### src/common/t1amc_params.svh
`ifndef T1AMC_PARAMS_SVH
`define T1AMC_PARAMS_SVH

// Control port register offsets
`define T1AMC_ADDR_LCV_HIGH 8'h23
`define T1AMC_ADDR_LCV_LOW 8'h24
`define T1AMC_ADDR_PCV_HIGH 8'h25
`define T1AMC_ADDR_PCV_LOW 8'h26
`define T1AMC_ADDR_OOS_LOW 8'h27
`define T1AMC_ADDR_EVENT_MASK 8'h6f
`define T1AMC_ADDR_ALARM_MASK 8'h7f

// Reset values
`define T1AMC_MASK_RESET 8'h00
`define T1AMC_RDATA_IDLE 8'h00

// Counter widths
`define T1AMC_LCV_WIDTH 16
`define T1AMC_PCV_WIDTH 12
`define T1AMC_OOS_WIDTH 12

// Excessive zero run lengths
`define T1AMC_ZERO_RUN_PLAIN 16
`define T1AMC_ZERO_RUN_SUBST 8

// Timing: base tick in ms, clock in MHz, interval lengths in ms
`define T1AMC_TICK_MS 1
`define T1AMC_CLK_MHZ 125
`define T1AMC_TICK_CYCLES (`T1AMC_TICK_MS * `T1AMC_CLK_MHZ * 1000)
`define T1AMC_SEC_SHORT_MS 999
`define T1AMC_SEC_LONG_MS 1002
`define T1AMC_FAST_MS 42

`endif

### src/common/t1amc_pkg.sv
package t1amc_pkg;

  // Alarm sources, bit 7 down to bit 0
  typedef struct packed {
    logic loop_up_detected;
    logic loop_down_detected;
    logic transmit_clock_loss;
    logic elastic_store_slip;
    logic blue_alarm_rx;
    logic yellow_alarm_rx;
    logic carrier_loss;
    logic rx_sync_loss;
  } t1amc_alarm_t;

  // Event sources, bit 7 down to bit 0
  typedef struct packed {
    logic rx_multiframe_tick;
    logic tx_multiframe_tick;
    logic one_second_tick;
    logic rx_facility_link_full;
    logic tx_facility_link_empty;
    logic facility_link_match;
    logic facility_link_abort;
    logic signaling_change;
  } t1amc_event_t;

  // Parallel control port request
  typedef struct packed {
    logic wr;
    logic rd;
    logic [7:0] addr;
    logic [7:0] wdata;
  } t1amc_cpu_req_t;

  // One-cycle error strobes from the receive framer
  typedef struct packed {
    logic bit_valid;
    logic bit_zero;
    logic bipolar_violation;
    logic in_subst_codeword;
    logic crc6_error;
    logic ft_error;
    logic fs_error;
    logic fps_error;
    logic multiframe;
  } t1amc_line_evt_t;

  // Framing and counting options
  typedef struct packed {
    logic count_interval_select;
    logic excess_zero_count_enable;
    logic rx_zero_substitution_enable;
    logic framing_mode_select;
    logic fs_error_count_enable;
    logic out_of_sync_count_select;
  } t1amc_cfg_t;

  // Phase of the three-second pattern
  typedef enum logic [1:0] {
    T1AMC_SEC_A,
    T1AMC_SEC_B,
    T1AMC_SEC_C
  } t1amc_sec_phase_t;

endpackage : t1amc_pkg

### src/logic/t1amc_sat_counter.sv
`include "t1amc_params.svh"

module t1amc_sat_counter #(
  parameter int WIDTH = 16
) (
  // Clock and reset
  input wire logic sys_clk,
  input wire logic rst_n,
  // Control
  input wire logic inc,
  input wire logic boundary,
  // Value from the previous interval
  output logic [WIDTH-1:0] shown_q
);

  logic [WIDTH-1:0] acc_q;
  logic [WIDTH-1:0] acc_d;
  logic [WIDTH-1:0] shown_d;
  logic [WIDTH-1:0] bumped;

  // Saturating accumulate, hand over at the boundary
  always_comb begin
    bumped = (inc && acc_q != {WIDTH{1'b1}}) ? acc_q + {{(WIDTH-1){1'b0}}, 1'b1} : acc_q;
    acc_d = bumped;
    shown_d = shown_q;
    if (boundary) begin
      shown_d = bumped;
      acc_d = '0;
    end
  end

  always_ff @(posedge sys_clk) begin
    if (!rst_n) begin
      acc_q <= '0;
      shown_q <= '0;
    end else begin
      acc_q <= acc_d;
      shown_q <= shown_d;
    end
  end

endmodule : t1amc_sat_counter

### src/logic/t1amc_top.sv
`include "t1amc_params.svh"

module t1amc_top #(
  parameter int TICK_CYCLES = `T1AMC_TICK_CYCLES
) (
  // Clock and reset
  input wire logic sys_clk,
  input wire logic rst_n,
  // Parallel control port
  input wire t1amc_pkg::t1amc_cpu_req_t cpu_req,
  output logic [7:0] cpu_rdata_q,
  // Status flags from the status logic
  input wire t1amc_pkg::t1amc_alarm_t alarm_flags,
  input wire t1amc_pkg::t1amc_event_t event_flags,
  // Receive framer strobes and options
  input wire t1amc_pkg::t1amc_line_evt_t line_evt,
  input wire t1amc_pkg::t1amc_cfg_t cfg,
  // Interrupt and timer outputs
  output logic irq_q,
  output logic one_second_tick_q,
  output logic interval_boundary_q
);

  // Mask registers
  logic [7:0] alarm_mask_q;
  logic [7:0] alarm_mask_d;
  logic [7:0] event_mask_q;
  logic [7:0] event_mask_d;
  logic [7:0] cpu_rdata_d;
  logic irq_d;

  // Timer state
  logic [31:0] tick_cnt_q;
  logic [31:0] tick_cnt_d;
  logic ms_tick_q;
  logic ms_tick_d;
  logic [9:0] sec_ms_q;
  logic [9:0] sec_ms_d;
  logic [5:0] fast_ms_q;
  logic [5:0] fast_ms_d;
  t1amc_pkg::t1amc_sec_phase_t phase_q;
  t1amc_pkg::t1amc_sec_phase_t phase_d;
  logic [9:0] sec_limit;
  logic sec_done;
  logic fast_done;
  logic one_second_tick_d;
  logic interval_boundary_d;

  // Zero run tracking
  logic [4:0] zero_run_q;
  logic [4:0] zero_run_d;
  logic [4:0] zero_limit;
  logic zero_hit;

  // Counter increments and held values
  logic lcv_inc;
  logic pcv_inc;
  logic oos_inc;
  logic sync_lost;
  logic [`T1AMC_LCV_WIDTH-1:0] lcv_shown;
  logic [`T1AMC_PCV_WIDTH-1:0] pcv_shown;
  logic [`T1AMC_OOS_WIDTH-1:0] oos_shown;

  assign sync_lost = alarm_flags.rx_sync_loss;

  // Mask writes and registered read data
  always_comb begin
    alarm_mask_d = alarm_mask_q;
    event_mask_d = event_mask_q;
    cpu_rdata_d = cpu_rdata_q;
    if (cpu_req.wr) begin
      if (cpu_req.addr == `T1AMC_ADDR_ALARM_MASK) begin
        alarm_mask_d = cpu_req.wdata;
      end
      if (cpu_req.addr == `T1AMC_ADDR_EVENT_MASK) begin
        event_mask_d = cpu_req.wdata;
      end
    end
    if (cpu_req.rd) begin
      unique case (cpu_req.addr)
        `T1AMC_ADDR_LCV_HIGH: cpu_rdata_d = lcv_shown[15:8];
        `T1AMC_ADDR_LCV_LOW: cpu_rdata_d = lcv_shown[7:0];
        `T1AMC_ADDR_PCV_HIGH: cpu_rdata_d = {oos_shown[11:8], pcv_shown[11:8]};
        `T1AMC_ADDR_PCV_LOW: cpu_rdata_d = pcv_shown[7:0];
        `T1AMC_ADDR_OOS_LOW: cpu_rdata_d = oos_shown[7:0];
        `T1AMC_ADDR_EVENT_MASK: cpu_rdata_d = event_mask_q;
        `T1AMC_ADDR_ALARM_MASK: cpu_rdata_d = alarm_mask_q;
        default: cpu_rdata_d = `T1AMC_RDATA_IDLE;
      endcase
    end
  end

  // Level interrupt, drops as soon as no enabled flag stays set
  always_comb begin
    irq_d = |((alarm_flags & alarm_mask_q) | (event_flags & event_mask_q));
  end

  always_ff @(posedge sys_clk) begin
    if (!rst_n) begin
      alarm_mask_q <= `T1AMC_MASK_RESET;
      event_mask_q <= `T1AMC_MASK_RESET;
      cpu_rdata_q <= `T1AMC_RDATA_IDLE;
      irq_q <= 1'b0;
    end else begin
      alarm_mask_q <= alarm_mask_d;
      event_mask_q <= event_mask_d;
      cpu_rdata_q <= cpu_rdata_d;
      irq_q <= irq_d;
    end
  end

  // Millisecond enable from the clock divider
  always_comb begin
    ms_tick_d = 1'b0;
    tick_cnt_d = tick_cnt_q + 32'h0000_0001;
    if (tick_cnt_q == 32'(TICK_CYCLES - 1)) begin
      tick_cnt_d = '0;
      ms_tick_d = 1'b1;
    end
  end

  // Third second runs long so three seconds total exactly 3000 ms
  always_comb begin
    unique case (phase_q)
      t1amc_pkg::T1AMC_SEC_A: sec_limit = 10'(`T1AMC_SEC_SHORT_MS);
      t1amc_pkg::T1AMC_SEC_B: sec_limit = 10'(`T1AMC_SEC_SHORT_MS);
      t1amc_pkg::T1AMC_SEC_C: sec_limit = 10'(`T1AMC_SEC_LONG_MS);
      default: sec_limit = 10'(`T1AMC_SEC_SHORT_MS);
    endcase
  end

  assign sec_done = ms_tick_q && (sec_ms_q == sec_limit - 10'h001);
  assign fast_done = ms_tick_q && (fast_ms_q == 6'(`T1AMC_FAST_MS - 1));

  // Second and 42 ms interval counters
  always_comb begin
    sec_ms_d = sec_ms_q;
    fast_ms_d = fast_ms_q;
    phase_d = phase_q;
    if (ms_tick_q) begin
      sec_ms_d = sec_ms_q + 10'h001;
      fast_ms_d = fast_ms_q + 6'h01;
    end
    if (sec_done) begin
      sec_ms_d = '0;
      unique case (phase_q)
        t1amc_pkg::T1AMC_SEC_A: phase_d = t1amc_pkg::T1AMC_SEC_B;
        t1amc_pkg::T1AMC_SEC_B: phase_d = t1amc_pkg::T1AMC_SEC_C;
        t1amc_pkg::T1AMC_SEC_C: phase_d = t1amc_pkg::T1AMC_SEC_A;
        default: phase_d = t1amc_pkg::T1AMC_SEC_A;
      endcase
    end
    if (fast_done) begin
      fast_ms_d = '0;
    end
    one_second_tick_d = sec_done;
    interval_boundary_d = cfg.count_interval_select ? fast_done : sec_done;
  end

  always_ff @(posedge sys_clk) begin
    if (!rst_n) begin
      tick_cnt_q <= '0;
      ms_tick_q <= 1'b0;
      sec_ms_q <= '0;
      fast_ms_q <= '0;
      phase_q <= t1amc_pkg::T1AMC_SEC_A;
      one_second_tick_q <= 1'b0;
      interval_boundary_q <= 1'b0;
    end else begin
      tick_cnt_q <= tick_cnt_d;
      ms_tick_q <= ms_tick_d;
      sec_ms_q <= sec_ms_d;
      fast_ms_q <= fast_ms_d;
      phase_q <= phase_d;
      one_second_tick_q <= one_second_tick_d;
      interval_boundary_q <= interval_boundary_d;
    end
  end

  // Zero run detector; each full run counts once, then restarts
  assign zero_limit = cfg.rx_zero_substitution_enable ? 5'(`T1AMC_ZERO_RUN_SUBST)
                                                      : 5'(`T1AMC_ZERO_RUN_PLAIN);
  assign zero_hit = line_evt.bit_valid && line_evt.bit_zero && (zero_run_q == zero_limit - 5'h01);

  always_comb begin
    zero_run_d = zero_run_q;
    if (line_evt.bit_valid) begin
      if (!line_evt.bit_zero || zero_hit) begin
        zero_run_d = '0;
      end else begin
        zero_run_d = zero_run_q + 5'h01;
      end
    end
  end

  always_ff @(posedge sys_clk) begin
    if (!rst_n) begin
      zero_run_q <= '0;
    end else begin
      zero_run_q <= zero_run_d;
    end
  end

  // Counter qualifiers; a violation and a zero run together count once
  always_comb begin
    lcv_inc = (line_evt.bipolar_violation
               && !(cfg.rx_zero_substitution_enable && line_evt.in_subst_codeword))
              || (cfg.excess_zero_count_enable && zero_hit);
    if (cfg.framing_mode_select) begin
      pcv_inc = line_evt.crc6_error;
    end else begin
      pcv_inc = line_evt.ft_error || (cfg.fs_error_count_enable && line_evt.fs_error);
    end
    pcv_inc = pcv_inc && !sync_lost;
    if (cfg.out_of_sync_count_select) begin
      oos_inc = line_evt.multiframe && sync_lost;
    end else begin
      oos_inc = !sync_lost && (cfg.framing_mode_select ? line_evt.fps_error : line_evt.ft_error);
    end
  end

  // Three counters share one boundary strobe
  t1amc_sat_counter #(
    .WIDTH(`T1AMC_LCV_WIDTH)
  ) u_lcv (
    .sys_clk(sys_clk),
    .rst_n(rst_n),
    .inc(lcv_inc),
    .boundary(interval_boundary_d),
    .shown_q(lcv_shown)
  );

  t1amc_sat_counter #(
    .WIDTH(`T1AMC_PCV_WIDTH)
  ) u_pcv (
    .sys_clk(sys_clk),
    .rst_n(rst_n),
    .inc(pcv_inc),
    .boundary(interval_boundary_d),
    .shown_q(pcv_shown)
  );

  t1amc_sat_counter #(
    .WIDTH(`T1AMC_OOS_WIDTH)
  ) u_oos (
    .sys_clk(sys_clk),
    .rst_n(rst_n),
    .inc(oos_inc),
    .boundary(interval_boundary_d),
    .shown_q(oos_shown)
  );

endmodule : t1amc_top

### config.mk
export PLATFORM = sky130hd
export DESIGN_NAME = t1amc_top
export DESIGN_NICKNAME = d
export VERILOG_FILES = /design/src/common/t1amc_pkg.sv /design/src/logic/t1amc_sat_counter.sv /design/src/logic/t1amc_top.sv
export VERILOG_INCLUDE_DIRS = /design/src /design/src/common
export SDC_FILE = /design/constraint.sdc
export NUM_CORES = 1
export LEC_CHECK = 0
export BUFFER_PORTS_ARGS = -buffer_cell sky130_fd_sc_hd__buf_2
export CORE_MARGIN = 2
export CORE_UTILIZATION = 55
export DETAILED_ROUTE_END_ITERATION = 16
export HOLD_SLACK_MARGIN = 0.15
export PLACE_DENSITY = 0.74
export SETUP_SLACK_MARGIN = 0.4
export SYNTH_ARGS = -nofsm -noshare
export SYNTH_HDL_FRONTEND = slang
export SYNTH_SLANG_ARGS = --single-unit
### constraint.sdc
create_clock -name sys_clk -period 4.5 [get_ports sys_clk]
set_clock_uncertainty 0.05 [all_clocks]
set_input_delay 0.9 -clock sys_clk [delete_from_list [all_inputs] [get_ports sys_clk]]
set_output_delay 0.9 -clock sys_clk [all_outputs]
set_load 0.1 [all_outputs]
* Word level (Yosys, flattened, before mapping) *
Index checks and enable logic that the tools add are counted.

word-level totals
  bits in registers = 163
  bits in latches = 0
  bits in writable memories = 0
  bits in read-only memories = 0
  input port bits = 51
  output and inout port bits = 11
  word-level logic and storage cells = 88
  memories = 0

operators by class
  add/subtract/negate cells = 9
  multiply operators = 0
  div/mod/pow operators = 0
  order comparisons = 0
  eq/ne operators = 16
  shifts and indexed selects = 0
  mux-type cells = 13
  bitwise logic cells = 4
  reductions and logical operators = 28

operators with widths
  kind                   number
  $pmux 8 s7             1
  $eq 8x6->1 const B     5
  $add 32x1->32 const B  1
  $eq 32x17->1 const B   1
  $add 12x1->12 const B  2
  $mux 12                2
  $ne 12x12->1 const B   2
  $add 16x1->16 const B  1
  $and 8x8->8            2
  $eq 8x7->1 const B     2
  $mux 16                1
  $ne 16x16->1 const B   1
  $logic_and 1x1->1      14
  $add 10x1->10 const B  1
  $eq 10x10->1           1
  $mux 5                 2
  $sub 10x1->10 const B  1
  $or 8x8->8             1
  $reduce_or 2->1        4
  $reduce_or 8->1        1
  $add 6x1->6 const B    1
  $eq 6x6->1 const B     1
  $add 5x1->5 const B    1
  $eq 5x5->1             1
  other kinds (11)       20

* Logic depth before layout (Yosys ltp) *
  depth in word-level cells = 8
  gate-level depth with buffers = 8
  gate-level depth less buffers = 7

* Cells and area by module *
Synthesis repeated with hierarchy kept, for this count alone.

second synthesis, totals
  cell total of the unflattened synthesis = 885
  area total of the unflattened synthesis = 7967.6 µm²

modules (own cells, without submodules)
  module                          times used  cells an instance  area each (µm²)  sequential area each (µm²)
  t1amc_top                       1           454                4164.0           1661.6
  t1amc_sat_counter at u_oos ...  2           133                1143.6           480.5
  t1amc_sat_counter at u_lcv      1           165                1516.5           640.6

* Worst setup path before layout *
OpenSTA, ideal clock, no wires.

  kind = in2reg
  from = input cpu_req[8] in the netlist's numbering
  to = register event_mask_q[0]
  library setup time = 0.128 ns
  arrival time = 2.213 ns
  required time = 4.322 ns
  path slack = 2.109 ns
  stages = 7
  buffers on the path = 2
  cell sequence = buf_4 nand4b_1 or2_1 buf_2 nor3_4 mux2i_1 nor2_1

on the way
  cells in the longest elaborated chain, start to end = 2

ends and longest elaborated chain
  element                            RTL line          source
  start: declaration                 t1amc_top.sv:10   input wire t1amc_pkg::t1amc_cpu_req_t cpu_req,
  $eq 8x7->1                         n/a
  $reduce_and 2->1 (no source line)  n/a
  end signal: assignment             t1amc_top.sv:101  event_mask_q <= `T1AMC_MASK_RESET;
  end signal: assignment             t1amc_top.sv:106  event_mask_q <= event_mask_d;
  end: declaration                   t1amc_top.sv:27   logic [7:0] event_mask_q;

No other way between the ends.
A chain may end at the register's enable or synchronous reset.

* Worst setup path after layout *
  from = register tick_cnt_q[3]
  to = register tick_cnt_q[19]

on the way
  cells in the longest elaborated chain, start to end = 2
  elaborated cells on any way between the ends = 3
  those cells by class = add/sub: 1; eq/ne: 1; reduce/logical: 1

ends and longest elaborated chain
  element                                                RTL line          source
  start: declaration                                     t1amc_top.sv:33   logic [31:0] tick_cnt_q;
  start signal: assignment                               t1amc_top.sv:170  tick_cnt_q <= tick_cnt_d;
  branches (longest 2 deep; another with $add 32x1->32)  n/a

Parallel ways; which one is timed is not known.

==> metrics.yaml <==
clock_latency_at_the_later_pin_of_the_worst_skew_pair_ns: 0.43
maxSlewViolCount: 0
cts.clk_slew.worst_paths_ns: 0.06
io_buffer_count: 61
clockRootBuffer: "sky130_fd_sc_hd__clkbuf_16"
worstPathBufferInverterCount: 0
synth_top_flop_cell: "sky130_fd_sc_hd__dfxtp_1"
synth-warning-count: 0
worst_setup_path_end_kind: "flop"
std_cell_rows: 42
tns_ns: 0
layout-drive-gt1-share: 0.1465
cell_family_with_most_cp_delay: "simple AND/OR/NAND/NOR gates"
yosysSeqAreaShare: 0.4455
dr_total_vias: 5978
setup_repair_after_global_routing_missed_its_margin: "false"
initial_core_util: 0.5575
clock_path_buffers: 2
crit_type: "reg2reg"
final_min_period_over_clock_period: 0.5962
ys_ff_latch: 163
pin_count: 62
gpl.final_weighted_congestion: 0.8562
area_delta_synth_final_pct: 13.19
route.detailed.wl_per_inst_um: 15.54
setup_viol: 0
critical_path_top_delay_cell: "sky130_fd_sc_hd__nand2b_1"
crit_arrival_ns: 2.90
regToRegEndpoint: "tick_cnt_q[19]"
irDropWorstVdd_mv: 0.2562
cts-hold-fix-buffers: 0
die_width_um: 119.4
whs_path_depth: 2
power_per_cell_area_mw_per_mm2: 361.5
startpoint_type: "flop"
hp-class: "reg2reg"
count_of_flip_flops_with_a_built_in_enable_after_synthesis: 0
run_status: "finished clean"
max_slew_margin: 0.2410
syn_avg_cell_area_um2: 9.054
num_antenna_cells: 0
layout.nets: 920
synthDominantAreaCellType: "sky130_fd_sc_hd__dfxtp_1"
core-area_mm2: 0.01314
h-tree-depth: 4
postCtsSetupBuffers: 0
synth.lib_cells_used.distinct: 59
drc: 0
timing.hold.worst.start: "u_pcv.shown_q[8]"
async_set_reset_flop_share_out_of_synthesis: 0
timing.final.hold_violations: 0
cts_resized: 0
syn-cell-area_mm2: 0.007325
r2r_cells: 5
cpPeakStageDelay_ns: 0.92
finalPower_w: 0.002997
yosys-top-cells-area: "sky130_fd_sc_hd__dfxtp_1 (45%), sky130_fd_sc_hd__nor2_1 (6.2%), sky130_fd_sc_hd__mux2i_1 (4.6%)"
min_delay_worst_endpoint: "u_pcv.shown_q[8]"
first_global_vias: 5666
synth_cells: 809
cp_max_fo: 31
die-height_um: 119.4
maxCapViolations: 0
final_antenna_net_count: 0
drt_pre_antenna_iters: 7
number_of_buffers_added_by_the_clock_tree_synthesis_step: 17
r2r-start: "tick_cnt_q[3]"
antenna_found_initial: 0
crit_required_ns: 4.72
reg2reg_setup_slack_ns: 1.82
grt_first_pass_wirelength_um: 27140
tritoncts: "yes"
globalRoute.totalOverflow: 0
drt_wl_total_um: 16320
grt_util_all_layers: 0.2383
fmaxAchievable_mhz: 372.7
cts.sink_count: 163
grt_start_max_net_pins: 42
leakage_nw: 3.069
tightest_slew_ns: 1.138
fp.dieArea_mm2: 0.01426
syn-num-nets: 868
first_iter_violations: 449
crit_chain: "nor4b_1 > nand4_1 > nor4_1 > nand2b_1 > nor2_1"
synth_top_area_frac: 0.4455
dp.final_hpwl_um: 11620
viasPerCell: 5.693
period_minus_slack_ns: 2.683
## synth_stat cells, types with 9 or more instances
| cell type | number |
|---|---|
| sky130_fd_sc_hd__nor3_1 | 16 |
| sky130_fd_sc_hd__inv_1 | 9 |
| sky130_fd_sc_hd__dfxtp_1 | 163 |
| sky130_fd_sc_hd__nor2_1 | 121 |
| sky130_fd_sc_hd__nor4_1 | 9 |
| sky130_fd_sc_hd__nand3_1 | 36 |
| sky130_fd_sc_hd__and3_1 | 14 |
| sky130_fd_sc_hd__mux2i_1 | 34 |
| sky130_fd_sc_hd__nand4_1 | 34 |
| sky130_fd_sc_hd__nand2_1 | 82 |
| sky130_fd_sc_hd__o21ai_0 | 49 |
| sky130_fd_sc_hd__a21oi_1 | 17 |
| sky130_fd_sc_hd__clkbuf_1 | 12 |
| sky130_fd_sc_hd__xor2_1 | 37 |
| sky130_fd_sc_hd__o21ai_1 | 15 |
| sky130_fd_sc_hd__xnor2_1 | 38 |
## final cells by class
class | instances | area (µm²)
Fill cell | 1101 | 4847
Multi-Input combinational cell | 604 | 3845
Sequential cell | 163 | 3263
Clock buffer | 20 | 456.7
Timing Repair Buffer | 65 | 335.3
Tap cell | 176 | 220.2
Clock inverter | 12 | 132.6
Inverter | 10 | 37.54
## report_power, final
group	internal (W)	total (W)	switching, W
Clock	0.000845	0.00143	0.000581
Combinational	0.0000395	0.000112	0.0000723
Sequential	0.00145	0.00146	0.00000824
Total	0.00234	0.00300	0.000661
## worst min-delay path, delay by kind of cell (launching register included)
| family | cells | cell delay (ns) |
|---|---|---|
| AO/OA/AOI/OAI | 1 | 0.05 |
| AND/OR/NAND/NOR | 1 | 0.04 |
| flip-flops | 1 | 0.32 |
## sequential cells by signal, summed over array words and instances, names as in the netlist, 8 cells and up
register       count
u_oos.shown_q     12
alarm_mask_q       8
u_pcv.shown_q     12
cpu_rdata_q        8
u_lcv.acc_q       16
u_oos.acc_q       12
sec_ms_q          10
u_pcv.acc_q       12
u_lcv.shown_q     16
tick_cnt_q        32
event_mask_q       8
## worst max path at each step
| stage | slack (ns) | endpoint | from | depth (start not counted) |
|---|---|---|---|---|
| 6_report | 1.82 | tick_cnt_q[19] | tick_cnt_q[3] | 5 |
| 5_1_grt | 1.49 | tick_cnt_q[19] | tick_cnt_q[3] | 5 |
| 4_1_cts | 1.81 | tick_cnt_q[9] | tick_cnt_q[3] | 5 |
| 3_5_place_dp | 1.70 | cpu_rdata_q[2] | cpu_req[12] | 5 |
| 3_3_place_gp | 1.79 | cpu_rdata_q[2] | cpu_req[12] | 5 |
| 2_1_floorplan | 2.11 | event_mask_q[0] | cpu_req[8] | 7 |
## per-layer routing
layer / up-vias / wire length, µm / global-route usage
li1: 2961 / - / -
met1: 2821 / 7324 / 0.3040
met2: 173 / 7867 / 0.3991
met3: 23 / 856 / 0.04933
met4: 0 / 273 / 0.08824
met5: - / 0 / 0
## placed cells by master (no fill, tap or decap), drive strengths merged, types with 3 or more instances in the layout
| master | count |
|---|---|
| a211oi | 4 |
| a21oi | 17 |
| a221oi | 3 |
| a22o | 3 |
| a31o | 3 |
| and2 | 6 |
| and3 | 14 |
| and4 | 6 |
| and4bb | 3 |
| buf | 65 |
| clkbuf | 20 |
| clkinv | 8 |
| clkinvlp | 3 |
| dfxtp | 163 |
| ha | 8 |
| inv | 9 |
| mux2i | 34 |
| mux4 | 8 |
| nand2 | 82 |
| nand2b | 4 |
| nand3 | 36 |
| nand4 | 36 |
| nor2 | 121 |
| nor2b | 4 |
| nor3 | 19 |
| nor4 | 15 |
| nor4b | 4 |
| o2111ai | 3 |
| o21ai | 64 |
| or2 | 4 |
| or3 | 7 |
| or4 | 3 |
| xnor2 | 38 |
| xor2 | 37 |
## metrics by stage
step	instance area, µm²	hold WS [ns]	std cells	setup slack (ns)	utilization
after floorplan	7325	0.3698	809	2.109	-
after global placement	7701	0.3813	1018	1.789	0.5862
after detailed placement	7701	0.3915	1018	1.703	0.5862
after CTS	8290	0.4049	1050	1.812	0.6310
after global routing	8290	0.4270	1050	1.494	0.6310
final	8290	0.4028	1050	1.817	0.6310
## logic make-up after synthesis
logic type | synth area share
simple gates | 0.2629
xor+xnor | 0.08968
compound gates | 0.08712
flops | 0.4455
buf+inv | 0.03006
fa+ha+maj | 0.01367
mux | 0.07106
(Power assumes the default switching activity.)
